## config.mk

```make
export PLATFORM = sky130hd
export DESIGN_NAME = brc_branch_unit
export DESIGN_NICKNAME = d
export VERILOG_FILES = /design/src/brc_pkg.sv /design/src/brc_cond_if.sv /design/src/brc_cond_mux.sv /design/src/brc_pin_sync.sv /design/src/brc_branch_unit.sv
export SDC_FILE = /design/constraint.sdc
export NUM_CORES = 1
export LEC_CHECK = 0
export BUFFER_PORTS_ARGS = -buffer_cell sky130_fd_sc_hd__buf_4
export CAP_MARGIN = 25
export CORE_ASPECT_RATIO = 0.9
export CORE_MARGIN = 1.5
export CORE_UTILIZATION = 55
export CTS_CLUSTER_DIAMETER = 80
export CTS_CLUSTER_SIZE = 20
export DETAILED_ROUTE_END_ITERATION = 8
export PLACE_DENSITY_LB_ADDON = 0.05
export SYNTH_ARGS = -nofsm -noshare
export SYNTH_HDL_FRONTEND = slang
export SYNTH_SLANG_ARGS = --single-unit
```

## constraint.sdc

```tcl
create_clock -name core_clk -period 2.55 [get_ports core_clk]
set_clock_uncertainty 0.1 [all_clocks]
set_input_delay 0.1275 -clock core_clk [delete_from_list [all_inputs] [get_ports core_clk]]
set_output_delay 0.1275 -clock core_clk [all_outputs]
set_load 0.02 [all_outputs]
```

## src/brc_pkg.sv

```systemverilog
`default_nettype none
package brc_pkg;
   // ************************************************************
   // APB register map, byte offsets
   // ************************************************************
   localparam logic [7:0] OFS_CTRL    = 8'h00;
   localparam logic [7:0] OFS_OPERAND = 8'h04;
   localparam logic [7:0] OFS_PC      = 8'h08;
   localparam logic [7:0] OFS_STATUS  = 8'h0C;
   localparam logic [7:0] OFS_OPCODE  = 8'h10;

   // ************************************************************
   // Field positions
   // ************************************************************
   localparam int CTRL_START_BIT   = 0;
   localparam int OPR_ACCUM_LSB    = 0;
   localparam int OPR_CARRY_BIT    = 8;
   localparam int OPR_LATCH_BIT    = 9;
   localparam int STS_BUSY_BIT     = 0;
   localparam int STS_TAKEN_BIT    = 1;
   localparam int STS_ILLEGAL_BIT  = 2;
   localparam int STS_DONE_BIT     = 3;
   localparam int STS_FLAGS_LSB    = 4;

   // ************************************************************
   // Reset values
   // ************************************************************
   localparam logic [15:0] PC_RST    = 16'h0000;
   localparam logic [7:0]  ACCUM_RST = 8'h00;
   localparam logic [7:0]  OPC_RST   = 8'h00;
   localparam logic [3:0]  FLAG_RST  = 4'hF;

   // ************************************************************
   // Opcodes and groups
   // ************************************************************
   localparam logic [3:0] GRP_SHORT     = 4'h3;
   localparam logic [7:0] OPC_LONG_JUMP = 8'hC0;
   localparam logic [7:0] OPC_LONG_ZERO = 8'hC2;
   localparam logic [7:0] OPC_SKIP_TWO  = 8'hC8;

   localparam int SEL_ALWAYS = 0;
   localparam int SEL_LATCH  = 1;
   localparam int SEL_ACCUM  = 2;
   localparam int SEL_CARRY  = 3;

   typedef enum logic [1:0] {
      ST_IDLE,
      ST_FETCH,
      ST_EXEC1,
      ST_EXEC2
   } brc_state_e;
endpackage
`default_nettype wire

```

## src/brc_cond_if.sv

```systemverilog
`timescale 1ns/100ps
`default_nettype none
interface brc_cond_if;
   logic [2:0] sel;
   logic       invert;
   logic [7:0] accum;
   logic       carry;
   logic       latch;
   logic [3:0] flag_true;
   logic       taken;

   modport core (output sel, output invert, output accum, output carry,
                 output latch, output flag_true, input taken);
   modport mux  (input sel, input invert, input accum, input carry,
                 input latch, input flag_true, output taken);
endinterface
`default_nettype wire

```

## src/brc_cond_mux.sv

```systemverilog
`timescale 1ns/100ps
`default_nettype none
module brc_cond_mux (
   brc_cond_if.mux cif
);
   import brc_pkg::*;

   logic raw;

   // ************************************************************
   // Source select, top bit of the low nibble flips the sense
   // ************************************************************
   always_comb begin
      case (cif.sel)
         3'(SEL_ALWAYS): raw = 1'b1;
         3'(SEL_LATCH):  raw = cif.latch;           // RULE_05
         3'(SEL_ACCUM):  raw = (cif.accum == 8'h00); // RULE_01
         3'(SEL_CARRY):  raw = cif.carry;           // RULE_03
         default:        raw = cif.flag_true[cif.sel[1:0]]; // RULE_07
      endcase
   end

   // Inverted sense covers 3A, 3B, 39 and 3C..3F
   assign cif.taken = raw ^ cif.invert; // RULE_18
   // Nonzero test                        RULE_02
   // Carry clear, all three names same   RULE_04
   // Latch clear                         RULE_06
   // Flag pin high                       RULE_08
endmodule
`default_nettype wire

```

## src/brc_pin_sync.sv

```systemverilog
`timescale 1ns/100ps
`default_nettype none
module brc_pin_sync #(
   parameter int W = 4
) (
   input  wire logic         core_clk,
   input  wire logic         rst,
   input  wire logic [W-1:0] pin_n,
   output logic      [W-1:0] level_n
);
   import brc_pkg::*;

   typedef struct packed {
      logic [W-1:0] s1;
      logic [W-1:0] s2;
      logic [W-1:0] s3;
      logic [W-1:0] stable;
   } brc_sync_s;

   brc_sync_s q, d;

   // ************************************************************
   // Three stages; a change counts once stages two and three agree
   // ************************************************************
   always_comb begin
      d        = q;
      d.s1     = pin_n;
      d.s2     = q.s1;
      d.s3     = q.s2;
      // Pins are expected steady while tested RULE_09
      d.stable = (q.s2 & q.s3) | (q.stable & (q.s2 ^ q.s3));
   end

   always_ff @(posedge core_clk or posedge rst) begin
      if (rst) begin
         q <= {4{W'(FLAG_RST)}};
      end else begin
         q <= d;
      end
   end

   assign level_n = q.stable;
endmodule
`default_nettype wire

```

## src/brc_branch_unit.sv

```systemverilog
// Our own choices: the APB register port and the placing of the registers.
`timescale 1ns/100ps
`default_nettype none
// Overview of operation
// RULE_01: 32 jumps when accumulator is zero
// RULE_02: 3A jumps when accumulator is nonzero
// RULE_03: 33 jumps when carry is set
// RULE_04: 3B jumps when carry is clear
// RULE_05: 31 jumps when output latch set
// RULE_06: 39 jumps when output latch clear
// RULE_07: 34..37 jump when flag pin low
// RULE_08: 3C..3F jump when flag pin high
// RULE_09: Outside circuits hold flag pins steady
// RULE_10: Failed short jump steps counter by one
// RULE_11: Long forms: fetch plus two execute cycles
// RULE_12: C0 loads counter, high byte first
// RULE_13: C8 steps counter by two
// RULE_14: C2 loads when accumulator zero, else skips
// RULE_15: Taken short jump replaces low byte only
// RULE_16: Page taken from the immediate byte
// RULE_17: Short forms: fetch plus one execute
// RULE_18: Low nibble selects source, bit three inverts
module brc_branch_unit (
   input  wire logic        core_clk,
   input  wire logic        rst,
   // APB slave
   input  wire logic        psel,
   input  wire logic        penable,
   input  wire logic        pwrite,
   input  wire logic [7:0]  paddr,
   input  wire logic [31:0] pwdata,
   output logic      [31:0] prdata,
   output logic             pready,
   output logic             pslverr,
   // Program memory
   output logic      [15:0] mem_addr,
   output logic             mem_rd,
   input  wire logic [7:0]  mem_rdata,
   input  wire logic        mem_rvalid,
   // External flag pins, low is true
   input  wire logic [3:0]  ext_flag_in_n
);
   import brc_pkg::*;

   // ************************************************************
   // State
   // ************************************************************
   typedef struct packed {
      brc_state_e  st;
      logic [15:0] pc;
      logic [7:0]  accum;
      logic        carry_flag;
      logic        latch;
      logic [7:0]  opcode;
      logic [7:0]  hi;
      logic        long_go;
      logic        taken;
      logic        illegal;
      logic        done;
      logic [31:0] prdata;
   } brc_core_s;

   brc_core_s q, d;

   logic [3:0] flag_lvl_n;
   logic       acc_wr;
   logic       is_short;
   logic       is_long;
   logic       hit;
   logic [31:0] rd_mux;
   logic [15:0] pc_inc;
   logic       wr_ctrl;
   logic       wr_opr;
   logic       wr_pc;
   logic       wr_sts;

   brc_cond_if cif ();

   // ************************************************************
   // Pin synchronisers and condition select
   // ************************************************************
   brc_pin_sync #(
      .W (4)
   ) u_sync (
      .core_clk (core_clk),
      .rst      (rst),
      .pin_n    (ext_flag_in_n),
      .level_n  (flag_lvl_n)
   );

   brc_cond_mux u_cond (
      .cif (cif)
   );

   assign cif.sel       = q.opcode[2:0];      // RULE_18
   assign cif.invert    = q.opcode[3];        // RULE_18
   assign cif.accum     = q.accum;
   assign cif.carry     = q.carry_flag;
   assign cif.latch     = q.latch;
   assign cif.flag_true = ~flag_lvl_n;        // RULE_07

   // ************************************************************
   // APB decode
   // ************************************************************
   // Zero wait states: the answer comes in the access phase
   assign pready = 1'b1;
   assign acc_wr = psel & penable & pwrite;

   // ************************************************************
   // Write strobes, one per writable register
   // ************************************************************
   // Decoded once so the next-state logic reads plainly
   always_comb begin
      wr_ctrl = 1'b0;
      wr_opr  = 1'b0;
      wr_pc   = 1'b0;
      wr_sts  = 1'b0;
      if (acc_wr) begin
         case (paddr)
            OFS_CTRL:    wr_ctrl = 1'b1;
            OFS_OPERAND: wr_opr  = 1'b1;
            OFS_PC:      wr_pc   = 1'b1;
            OFS_STATUS:  wr_sts  = 1'b1;
            default: begin
               // Read-only offsets and holes drop the write
               wr_ctrl = 1'b0;
            end
         endcase
      end
   end

   always_comb begin
      hit = 1'b1;
      rd_mux = 32'h0000_0000;
      case (paddr)
         OFS_CTRL: begin
            rd_mux[CTRL_START_BIT] = 1'b0;
         end
         OFS_OPERAND: begin
            rd_mux[OPR_ACCUM_LSB +: 8] = q.accum;
            rd_mux[OPR_CARRY_BIT]      = q.carry_flag;
            rd_mux[OPR_LATCH_BIT]      = q.latch;
         end
         OFS_PC: begin
            rd_mux[15:0] = q.pc;
         end
         OFS_STATUS: begin
            rd_mux[STS_BUSY_BIT]        = (q.st != ST_IDLE);
            rd_mux[STS_TAKEN_BIT]       = q.taken;
            rd_mux[STS_ILLEGAL_BIT]     = q.illegal;
            rd_mux[STS_DONE_BIT]        = q.done;
            rd_mux[STS_FLAGS_LSB +: 4]  = flag_lvl_n;
         end
         OFS_OPCODE: begin
            rd_mux[7:0] = q.opcode;
         end
         default: begin
            hit = 1'b0;
         end
      endcase
   end

   // Unmapped addresses answer with an error and zero data
   assign pslverr = psel & penable & ~hit;
   assign prdata  = q.prdata;

   // ************************************************************
   // Memory request
   // ************************************************************
   // Held until the memory answers; address comes from the counter
   assign mem_rd   = (q.st != ST_IDLE);
   assign mem_addr = q.pc;
   assign pc_inc   = q.pc + 16'h0001;

   assign is_short = (mem_rdata[7:4] == GRP_SHORT);
   assign is_long  = (mem_rdata == OPC_LONG_JUMP) |
                     (mem_rdata == OPC_LONG_ZERO) |
                     (mem_rdata == OPC_SKIP_TWO);

   // ************************************************************
   // Next state
   // ************************************************************
   always_comb begin
      d = q;

      // Read data is captured in the setup phase, so it is a flop
      if (psel & ~penable) begin
         d.prdata = rd_mux;
      end

      // Operand writes are allowed any time; the condition is
      // sampled only in the execute cycle
      if (wr_opr) begin
         d.accum      = pwdata[OPR_ACCUM_LSB +: 8];
         d.carry_flag = pwdata[OPR_CARRY_BIT];
         d.latch      = pwdata[OPR_LATCH_BIT];
      end

      // Counter writes while busy would corrupt a walk; ignored
      if (wr_pc && q.st == ST_IDLE) begin
         d.pc = pwdata[15:0];
      end

      // Done is write-one-to-clear; completion below wins
      if (wr_sts && pwdata[STS_DONE_BIT]) begin
         d.done = 1'b0;
      end

      case (q.st)
         ST_IDLE: begin
            // Start seen only here, so a start while busy is dropped
            if (wr_ctrl && pwdata[CTRL_START_BIT]) begin
               d.st      = ST_FETCH;
               d.taken   = 1'b0;
               d.illegal = 1'b0;
            end
         end

         ST_FETCH: begin
            if (mem_rvalid) begin
               d.opcode = mem_rdata;
               d.pc     = pc_inc;
               if (is_short | is_long) begin
                  d.st = ST_EXEC1;
               end else begin
                  // Only branch group handled here
                  d.illegal = 1'b1;
                  d.done    = 1'b1;
                  d.st      = ST_IDLE;
               end
            end
         end

         ST_EXEC1: begin
            if (mem_rvalid) begin
               if (q.opcode[7:4] == GRP_SHORT) begin
                  // Single execute cycle RULE_17
                  d.taken = cif.taken;
                  if (cif.taken) begin
                     // High byte kept: page of the immediate byte RULE_16
                     d.pc[7:0] = mem_rdata; // RULE_15
                  end else begin
                     d.pc = pc_inc; // RULE_10
                  end
                  d.done = 1'b1;
                  d.st   = ST_IDLE;
               end else begin
                  // First of two execute cycles RULE_11
                  d.hi = mem_rdata; // RULE_12
                  d.pc = pc_inc;
                  case (q.opcode)
                     OPC_LONG_JUMP: d.long_go = 1'b1; // RULE_12
                     OPC_LONG_ZERO: d.long_go = (q.accum == 8'h00); // RULE_14
                     default:       d.long_go = 1'b0; // RULE_13
                  endcase
                  d.st = ST_EXEC2;
               end
            end
         end

         ST_EXEC2: begin
            if (mem_rvalid) begin
               d.taken = q.long_go;
               if (q.long_go) begin
                  d.pc = {q.hi, mem_rdata}; // RULE_12
               end else begin
                  d.pc = pc_inc; // RULE_13
               end
               d.done = 1'b1;
               d.st   = ST_IDLE; // RULE_11
            end
         end

         default: begin
            d.st = ST_IDLE;
         end
      endcase
   end

   // ************************************************************
   // Registers
   // ************************************************************
   always_ff @(posedge core_clk or posedge rst) begin
      if (rst) begin
         q.st         <= ST_IDLE;
         q.pc         <= PC_RST;
         q.accum      <= ACCUM_RST;
         q.carry_flag <= 1'b0;
         q.latch      <= 1'b0;
         q.opcode     <= OPC_RST;
         q.hi         <= 8'h00;
         q.long_go    <= 1'b0;
         q.taken      <= 1'b0;
         q.illegal    <= 1'b0;
         q.done       <= 1'b0;
         q.prdata     <= 32'h0000_0000;
      end else begin
         q <= d;
      end
   end
endmodule
`default_nettype wire

```

Yosys cells after proc, flatten, opt, wreduce, memory -nomap -nowiden
Cells that the tools add are included.
{"block": "word_totals", "wordCells": 115, "inputBits": 58, "output_inout_bits": 51, "register_bits": 80}
{"block": "op_classes", "bitwise_logic": 16, "addsub": 1, "mux": 42, "n_eq_ne": 23, "n_lt_le_gt_ge": 1, "n_reduce_logical": 16}
{"operator": "$mux W18", "n": 4}
{"operator": "$pmux W16 S3", "n": 1}
{"operator": "$eq A8 B8 Y1 const B", "n": 5}
{"operator": "$mux W16", "n": 2}
{"operator": "$pmux W7 S4", "n": 1}
{"operator": "$mux W1", "n": 17}
{"operator": "$add A16 B1 Y16 const B", "n": 1}
{"operator": "$eq A8 B4 Y1 const B", "n": 2}
{"operator": "$logic_not A8 Y1", "n": 2}
{"operator": "$mux W8", "n": 2}
{"operator": "$mux W2", "n": 5}
{"operator": "$ne A2 B2 Y1 const B", "n": 5}
{"operator": "$and A4 B4 Y4", "n": 2}
{"operator": "$eq A4 B2 Y1 const B", "n": 2}
{"operator": "$eq A8 B3 Y1 const B", "n": 1}
{"operator": "$eq A8 B5 Y1 const B", "n": 1}
{"operator": "$pmux W1 S4", "n": 2}
{"operator": "$pmux W2 S4", "n": 1}
{"operator": "$reduce_and A4 Y1", "n": 2}
{"operator": "$eq A3 B2 Y1 const B", "n": 2}
{"operator": "$mux W6", "n": 1}
{"operator": "$pmux W1 S3", "n": 2}
{"operator": "$reduce_and A5 Y1", "n": 1}
{"operator": "$reduce_or A5 Y1", "n": 1}
{"operator": "other kinds (22)", "n": 34}

Longest topological paths before layout
Gate-level depths: netlist (run 1).
{"block": "depth", "ltp_word": 9, "ltp_mapped": 9, "ltp_nobuf": 8}

Cells and area by module
A second synthesis (run 1) with hierarchy kept.
{"block": "hier_totals", "cells_unflattened": 460, "hier_area_um2": 4799.6}
{"module": "brc_branch_unit", "area_per_inst_um2": 4179.0, "cells_per_inst": 421, "instances": 1}
{"module": "brc_pin_sync", "area_per_inst_um2": 534.3, "cells_per_inst": 29, "instances": 1}
{"module": "brc_cond_mux", "area_per_inst_um2": 86.3, "cells_per_inst": 10, "instances": 1}

Least setup slack after synthesis (run 1)
OpenSTA, ideal clock, no wires.
{"block": "synth_path", "path_type": "register to register", "start": "reg q, in the netlist cif.sel[1]", "end": "reg q, in the netlist mem_addr[15]", "synth_period_minus_slack_ns": 2.234, "setup_ns": 0.095, "stages_incl_launch_ff": 10, "n_path_buf": 3, "setup_slack_ns": 0.316, "arrival_ns": 2.038, "cell_sequence": "dfrtp_1 -> buf_6 -> mux2_4 -> a2bb2oi_2 -> and4_4 -> buf_6 -> or3_1 -> buf_2 -> and3_4 -> o32ai_2"}
{"item": "start: declaration", "line_no": "brc_branch_unit.sv:63", "text": "brc_core_s q, d;"}

==> results of run 1 <==
final timing paths:
check / from / end / slack (ns) / cells after the start
worst max register to register: q[48] / mem_addr[11] / 0.18 / 6
min in group asynchronous: rst / q[78] / 0.32 / 3
worst min-delay path: pwdata[11] / mem_addr[11] / 0.03 / 3
max in group asynchronous: rst / u_sync.d[5] / 1.30 / 4
worst min register to register: u_sync.d[8] / u_sync.d[4] / 0.26 / 0
worst max-delay path: q[48] / mem_addr[11] / 0.18 / 6
synthesized netlist by cell type, types with 11 or more instances:
cell	count
nand3_1	13
dfrtp_1	64
mux2i_1	16
nand2_1	49
a221oi_1	11
o21ai_0	28
buf_4	49
inv_1	11
mux2_2	26
clkbuf_1	13
a22oi_1	18
nor2_1	27
dfstp_2	16
a21oi_1	12
per-layer routing:
layer | vias to the layer above | wire (um) | global-route usage [%]
li1 | 1844 | - | -
met1 | 1931 | 5498 | 39.78
met2 | 190 | 5684 | 45.16
met3 | 28 | 1085 | 6.774
met4 | 0 | 232 | 7.639
met5 | - | 0 | 0
kinds of logic (layout without fill, tap and decap cells):
kind of cell    after synthesis  count (layout)
mux                          43              43
flops                        80              80
fa+ha+maj                    10              10
other cells                   2              17
simple gates                150             150
xor+xnor                     13              13
buf+inv                      82             143
compound gates              107             107
area by class of cell:
class / count / area [um^2]
inverter: 11 / 42.54
tap: 115 / 143.9
timing repair buffer: 116 / 950.9
fill: 679 / 2554
sequential: 80 / 2022
clock buffer: 10 / 127.6
multi-input combinational: 340 / 2275
clock inverter: 6 / 107.6
through the flow:
step / std cells / total power, mW / setup WS (ns) / hold WS [ns]
finish: 678 / 4.926 / 0.1768 / 0.03100
global route: 678 / 5.184 / 0.02432 / 0.03246
CTS: 678 / 4.892 / 0.2043 / 0.01429
detailed placement: 635 / 3.736 / 0.2252 / 0.1376
global placement: 635 / 3.692 / 0.2361 / 0.1353
floorplan: 502 / 3.199 / 0.2972 / 0.03198
worst reg2reg max path: stages (launching register included):
cell and delay [ns]:
dfrtp_1 0.48, nor4bb_1 0.43, nand3_1 0.19, o32a_1 0.32
o211ai_1 0.27, nand2b_1 0.31, o221ai_1 0.15
power by group:
part | internal (mW) | switching [mW]
Clock | 0.647 | 0.466
Combinational | 0.847 | 1.06
Sequential | 1.54 | 0.366
timing repair:
action,CTS,global route
setup buffers,0,0
hold endpoints to repair,66,0
setup endpoints to repair,0,0
hold buffers,27,0
sequential cells by signal, summed over array words and instances, names as in the netlist:
| signal | flops |
|---|---|
| cif.accum | 8 |
| cif.carry | 1 |
| cif.invert | 1 |
| cif.latch | 1 |
| cif.sel | 3 |
| mem_addr | 16 |
| prdata | 16 |
| q | 18 |
| u_sync.d | 8 |
| u_sync.level_n | 4 |
| u_sync.q | 4 |
==> run metrics, run 1 <==
Port Buffers 75; GP Congestion 0.9857; post-synthesis cell area 4751 um^2; Tot GR Track Use 28.68%; Synth cell types 58; Tmin final 2.373 ns; die height 91.17 um; top cell type's share of synthesized area 33.71%; Fin. Hold Viols 0; cts repair resizes 0; Ys Warns 0; ys async rst share 100.0%; final instance area 5669 um^2; Synth Area in Simple Gates 16.04%; initial antenna violation count 0; top cells by area, synth dfrtp_1, dfstp_2, buf_4; Main synth FF type dfrtp_1; Post-Syn Instances 487; TritonRoute pass-1 iters 5; most frequent cells in the layout buf_4, dfrtp_1, nand2_1, o21ai_0; initial core utilization 57.78%; Max Cap Viol 0; share of post-route cells with drive strength above 1 27.53%; Area Overhead vs Synth 19.33%; slowest stage cell, crit path dfrtp_1; routed vias 3993; VDD IR max 0.5465 mV; Core ar. 8223 um^2; fin. max-slew vios 0; clock-pin slew on the worst setup and hold paths 0.08 ns; Clock Sinks 80; CP max stage delay 0.48 ns; status finished, final reports clean; register bit total from synthesis 80; compound-cell area share of the yosys netlist 15.62%; Post-Syn Area per Cell 9.755 um^2; Detail Route Antenna Nets 0; residual DRC count 0; synthesized-area fraction occupied by adder cells 2.634%; Worst setup SP type flip-flop; Final Cycle Share 93.07%; fin nets 626; CP top delay family simple AND/OR/NAND/NOR gates; clock tree buffer depth 2; placed cell area 5164 um^2; num rows 31; CP Cell Sequence nor4bb_1, nand3_1, o32a_1, o211ai_1, nand2b_1, o221ai_1; Yosys top cell by area dfrtp_1; mux share of post-synthesis cell area 9.850%; io pins 109; total routed wirelength 12500 um; post-synthesis xor/xnor area fraction 2.397%; vias per inst 5.889; RSZ-0062 raised after global routing no; critical path class reg -> reg; Skew-Pair Late Insertion Delay 0.35 ns; die area 9205 um^2; relative slew slack 52.57%; sequential fraction of the synthesis area 42.56%; Arr. time, crit path 2.49 ns; Post-synth EDFFs 0; fmax 0.4214 GHz; H-tree depth 3; first-pass GRT wire length 20070 um; dpl hpwl 9281 um; endpoints failing setup 0; Root Buffer clkbuf_8; commonest non-fill, non-tap cell in the layout buf_4; CP required 2.67 ns; wire length per cell 18.44 um; crit end category flip-flop; pwr dens 868.8 nW/um^2; pin count of the biggest net entering global routing 42; DIE WIDTH 101.0 um; number of antenna repair diodes 0; utilization after layout 68.94%; HP Class in -> reg; Worst Max-Slew Pin Slew 0.7114 ns; largest family of logic cells by synthesized area simple AND/OR/NAND/NOR gates; GRT overflow 0; Num CTS Buffers 9; maximum fanout along the worst path 6; worst path bufs/invs 0; LEAKAGE 2.498 nW; CTS tree yes; vias in the first global route 3811; Sum Neg Setup Slack 0 ns; Initial DRC Count 346
Note: power is estimated with default switching activity, not from simulation.
==> inputs of run 2 (changes only) <==
--- a/config.mk
+++ b/config.mk
@@ -7,13 +7,11 @@
 export LEC_CHECK = 0
 export BUFFER_PORTS_ARGS = -buffer_cell sky130_fd_sc_hd__buf_4
 export CAP_MARGIN = 25
-export CORE_ASPECT_RATIO = 0.9
-export CORE_MARGIN = 1.5
 export CORE_UTILIZATION = 55
 export CTS_CLUSTER_DIAMETER = 80
 export CTS_CLUSTER_SIZE = 20
 export DETAILED_ROUTE_END_ITERATION = 8
-export PLACE_DENSITY_LB_ADDON = 0.05
+export PLACE_DENSITY = 0.83
 export SYNTH_ARGS = -nofsm -noshare
 export SYNTH_HDL_FRONTEND = slang
 export SYNTH_SLANG_ARGS = --single-unit
==> run metrics, run 2 (same netlist as run 1, synthesis figures left out) <==
initial core utilization 57.24%; worst reg2reg setup slack 0.19 ns; CP required 2.72 ns; io pins 109; Worst setup SP type flip-flop; Fin. Hold Viols 0; endpoints failing setup 0; CP startpoint cif.accum[5]; VDD IR max 0.3911 mV; Arr. time, crit path 2.53 ns; vias in the first global route 3740; critical path class reg -> reg; Tot GR Track Use 28.38%; Final Cycle Share 92.67%; Tmin final 2.363 ns; Max Cap Viol 0; Initial DRC Count 419; Num CTS Buffers 9; total routed wirelength 12000 um; GP Congestion 1.021; GRT overflow 0; fin. max-slew vios 0; Clock Sinks 80; Detail Route Antenna Nets 0; Skew-Pair Late Insertion Delay 0.36 ns; CTS tree yes; FF-to-FF Start cif.accum[5]; Core ar. 8299 um^2; max FFs per register 18; HP Class in -> reg; first-pass GRT wire length 19150 um; Root Buffer clkbuf_8; RSZ-0062 raised after global routing no; dpl hpwl 8587 um; Filler Cell Count 608; routed vias 4052; fmax 0.4232 GHz; residual DRC count 0; vias per inst 6.075; number of antenna repair diodes 0; most frequent cells in the layout buf_4, dfrtp_1, nand2_1, o21ai_0; num rows 33; Worst setup endpoint mem_addr[15]; H-tree depth 3; FF-to-FF path depth 6; Area Overhead vs Synth 19.28%; Port Buffers 75; total power 4.951 mW; pwr dens 873.7 nW/um^2; die area 9014 um^2; fin nets 625; status finished, final reports clean; crit end category flip-flop; reg2reg end mem_addr[15]; clock-pin slew on the worst setup and hold paths 0.09 ns; Largest Register q; Sum Neg Setup Slack 0 ns; Post-CTS Setup Inserts 0; relative slew slack 50.89%; die height 94.94 um; pin count of the biggest net entering global routing 56; DIE WIDTH 94.94 um; share of post-route cells with drive strength above 1 27.58%; TritonRoute pass-1 iters 8; clock tree buffer depth 2; LEAKAGE 2.505 nW; commonest non-fill, non-tap cell in the layout buf_4; wire length per cell 18.00 um; Worst Max-Slew Pin Slew 0.7366 ns; maximum fanout along the worst path 6; initial antenna violation count 0
==> run 2: power breakdown <==
part	total [mW]	internal, mW	switching [mW]
combinational	1.85	0.839	1.01
sequential	1.94	1.54	0.398
clock	1.16	0.682	0.480
total	4.95	3.06	1.89
==> run 2: worst min-delay path by stage <==
stage                     start           end  depth (start not counted)
2_1_floorplan  ext_flag_in_n[2]  u_sync.d[10]                          0
3_3_place_gp                rst         q[78]                          2
3_5_place_dp                rst         q[78]                          2
4_1_cts              pwdata[12]  mem_addr[12]                          3
5_1_grt              pwdata[12]  mem_addr[12]                          3
6_report             pwdata[12]  mem_addr[12]                          3
==> run 2: what timing repair did <==
item | CTS | global route
hold endpoints to repair | 60 | 0
resized for setup | 0 | 0
hold buffers | 27 | 0
==> run 2: final cells by class <==
| class | instances | area, um^2 | share of cell area [%] |
|---|---|---|---|
| Clock buffer | 10 | 137.6 | 2.429 |
| Clock inverter | 6 | 116.4 | 2.053 |
| Inverter | 11 | 41.29 | 0.7286 |
| Multi-Input combinational cell | 340 | 2275 | 40.14 |
| Sequential cell | 80 | 2022 | 35.68 |
| Tap cell | 105 | 131.4 | 2.318 |
| Timing Repair Buffer | 115 | 943.4 | 16.65 |
==> run 2: metal layers <==
metal / vias up / wire, um / global-route usage (%)
li1: 1840 / - / -
met3: 49 / 1116 / 5.797
met4: 0 / 412 / 12.50
met1: 1901 / 4922 / 37.32
met5: - / 0 / 0
met2: 262 / 5552 / 45.20
==> run 2: stage by stage <==
stage                     instance area [um^2]  util [%]  setup WS [ns]  hold WS (ns)  instances
after floorplan                           4807         -         0.2972       0.03198        502
after global placement                    5142     61.96         0.3096        0.1222        624
after detailed placement                  5142     61.96         0.2613        0.1368        624
after CTS                                 5667     68.28         0.2107      0.004109        667
after global routing                      5667     68.28        0.07142       0.01967        667
final                                     5667     68.28         0.1868       0.02362        667
==> run 2: critical path: stages (launching register included) <==
cell	delay (ns)
dfrtp_1	0.41
nor4_2	0.38
nand3_1	0.23
and4_4	0.27
or3_1	0.44
and3_4	0.21
o32ai_2	0.23
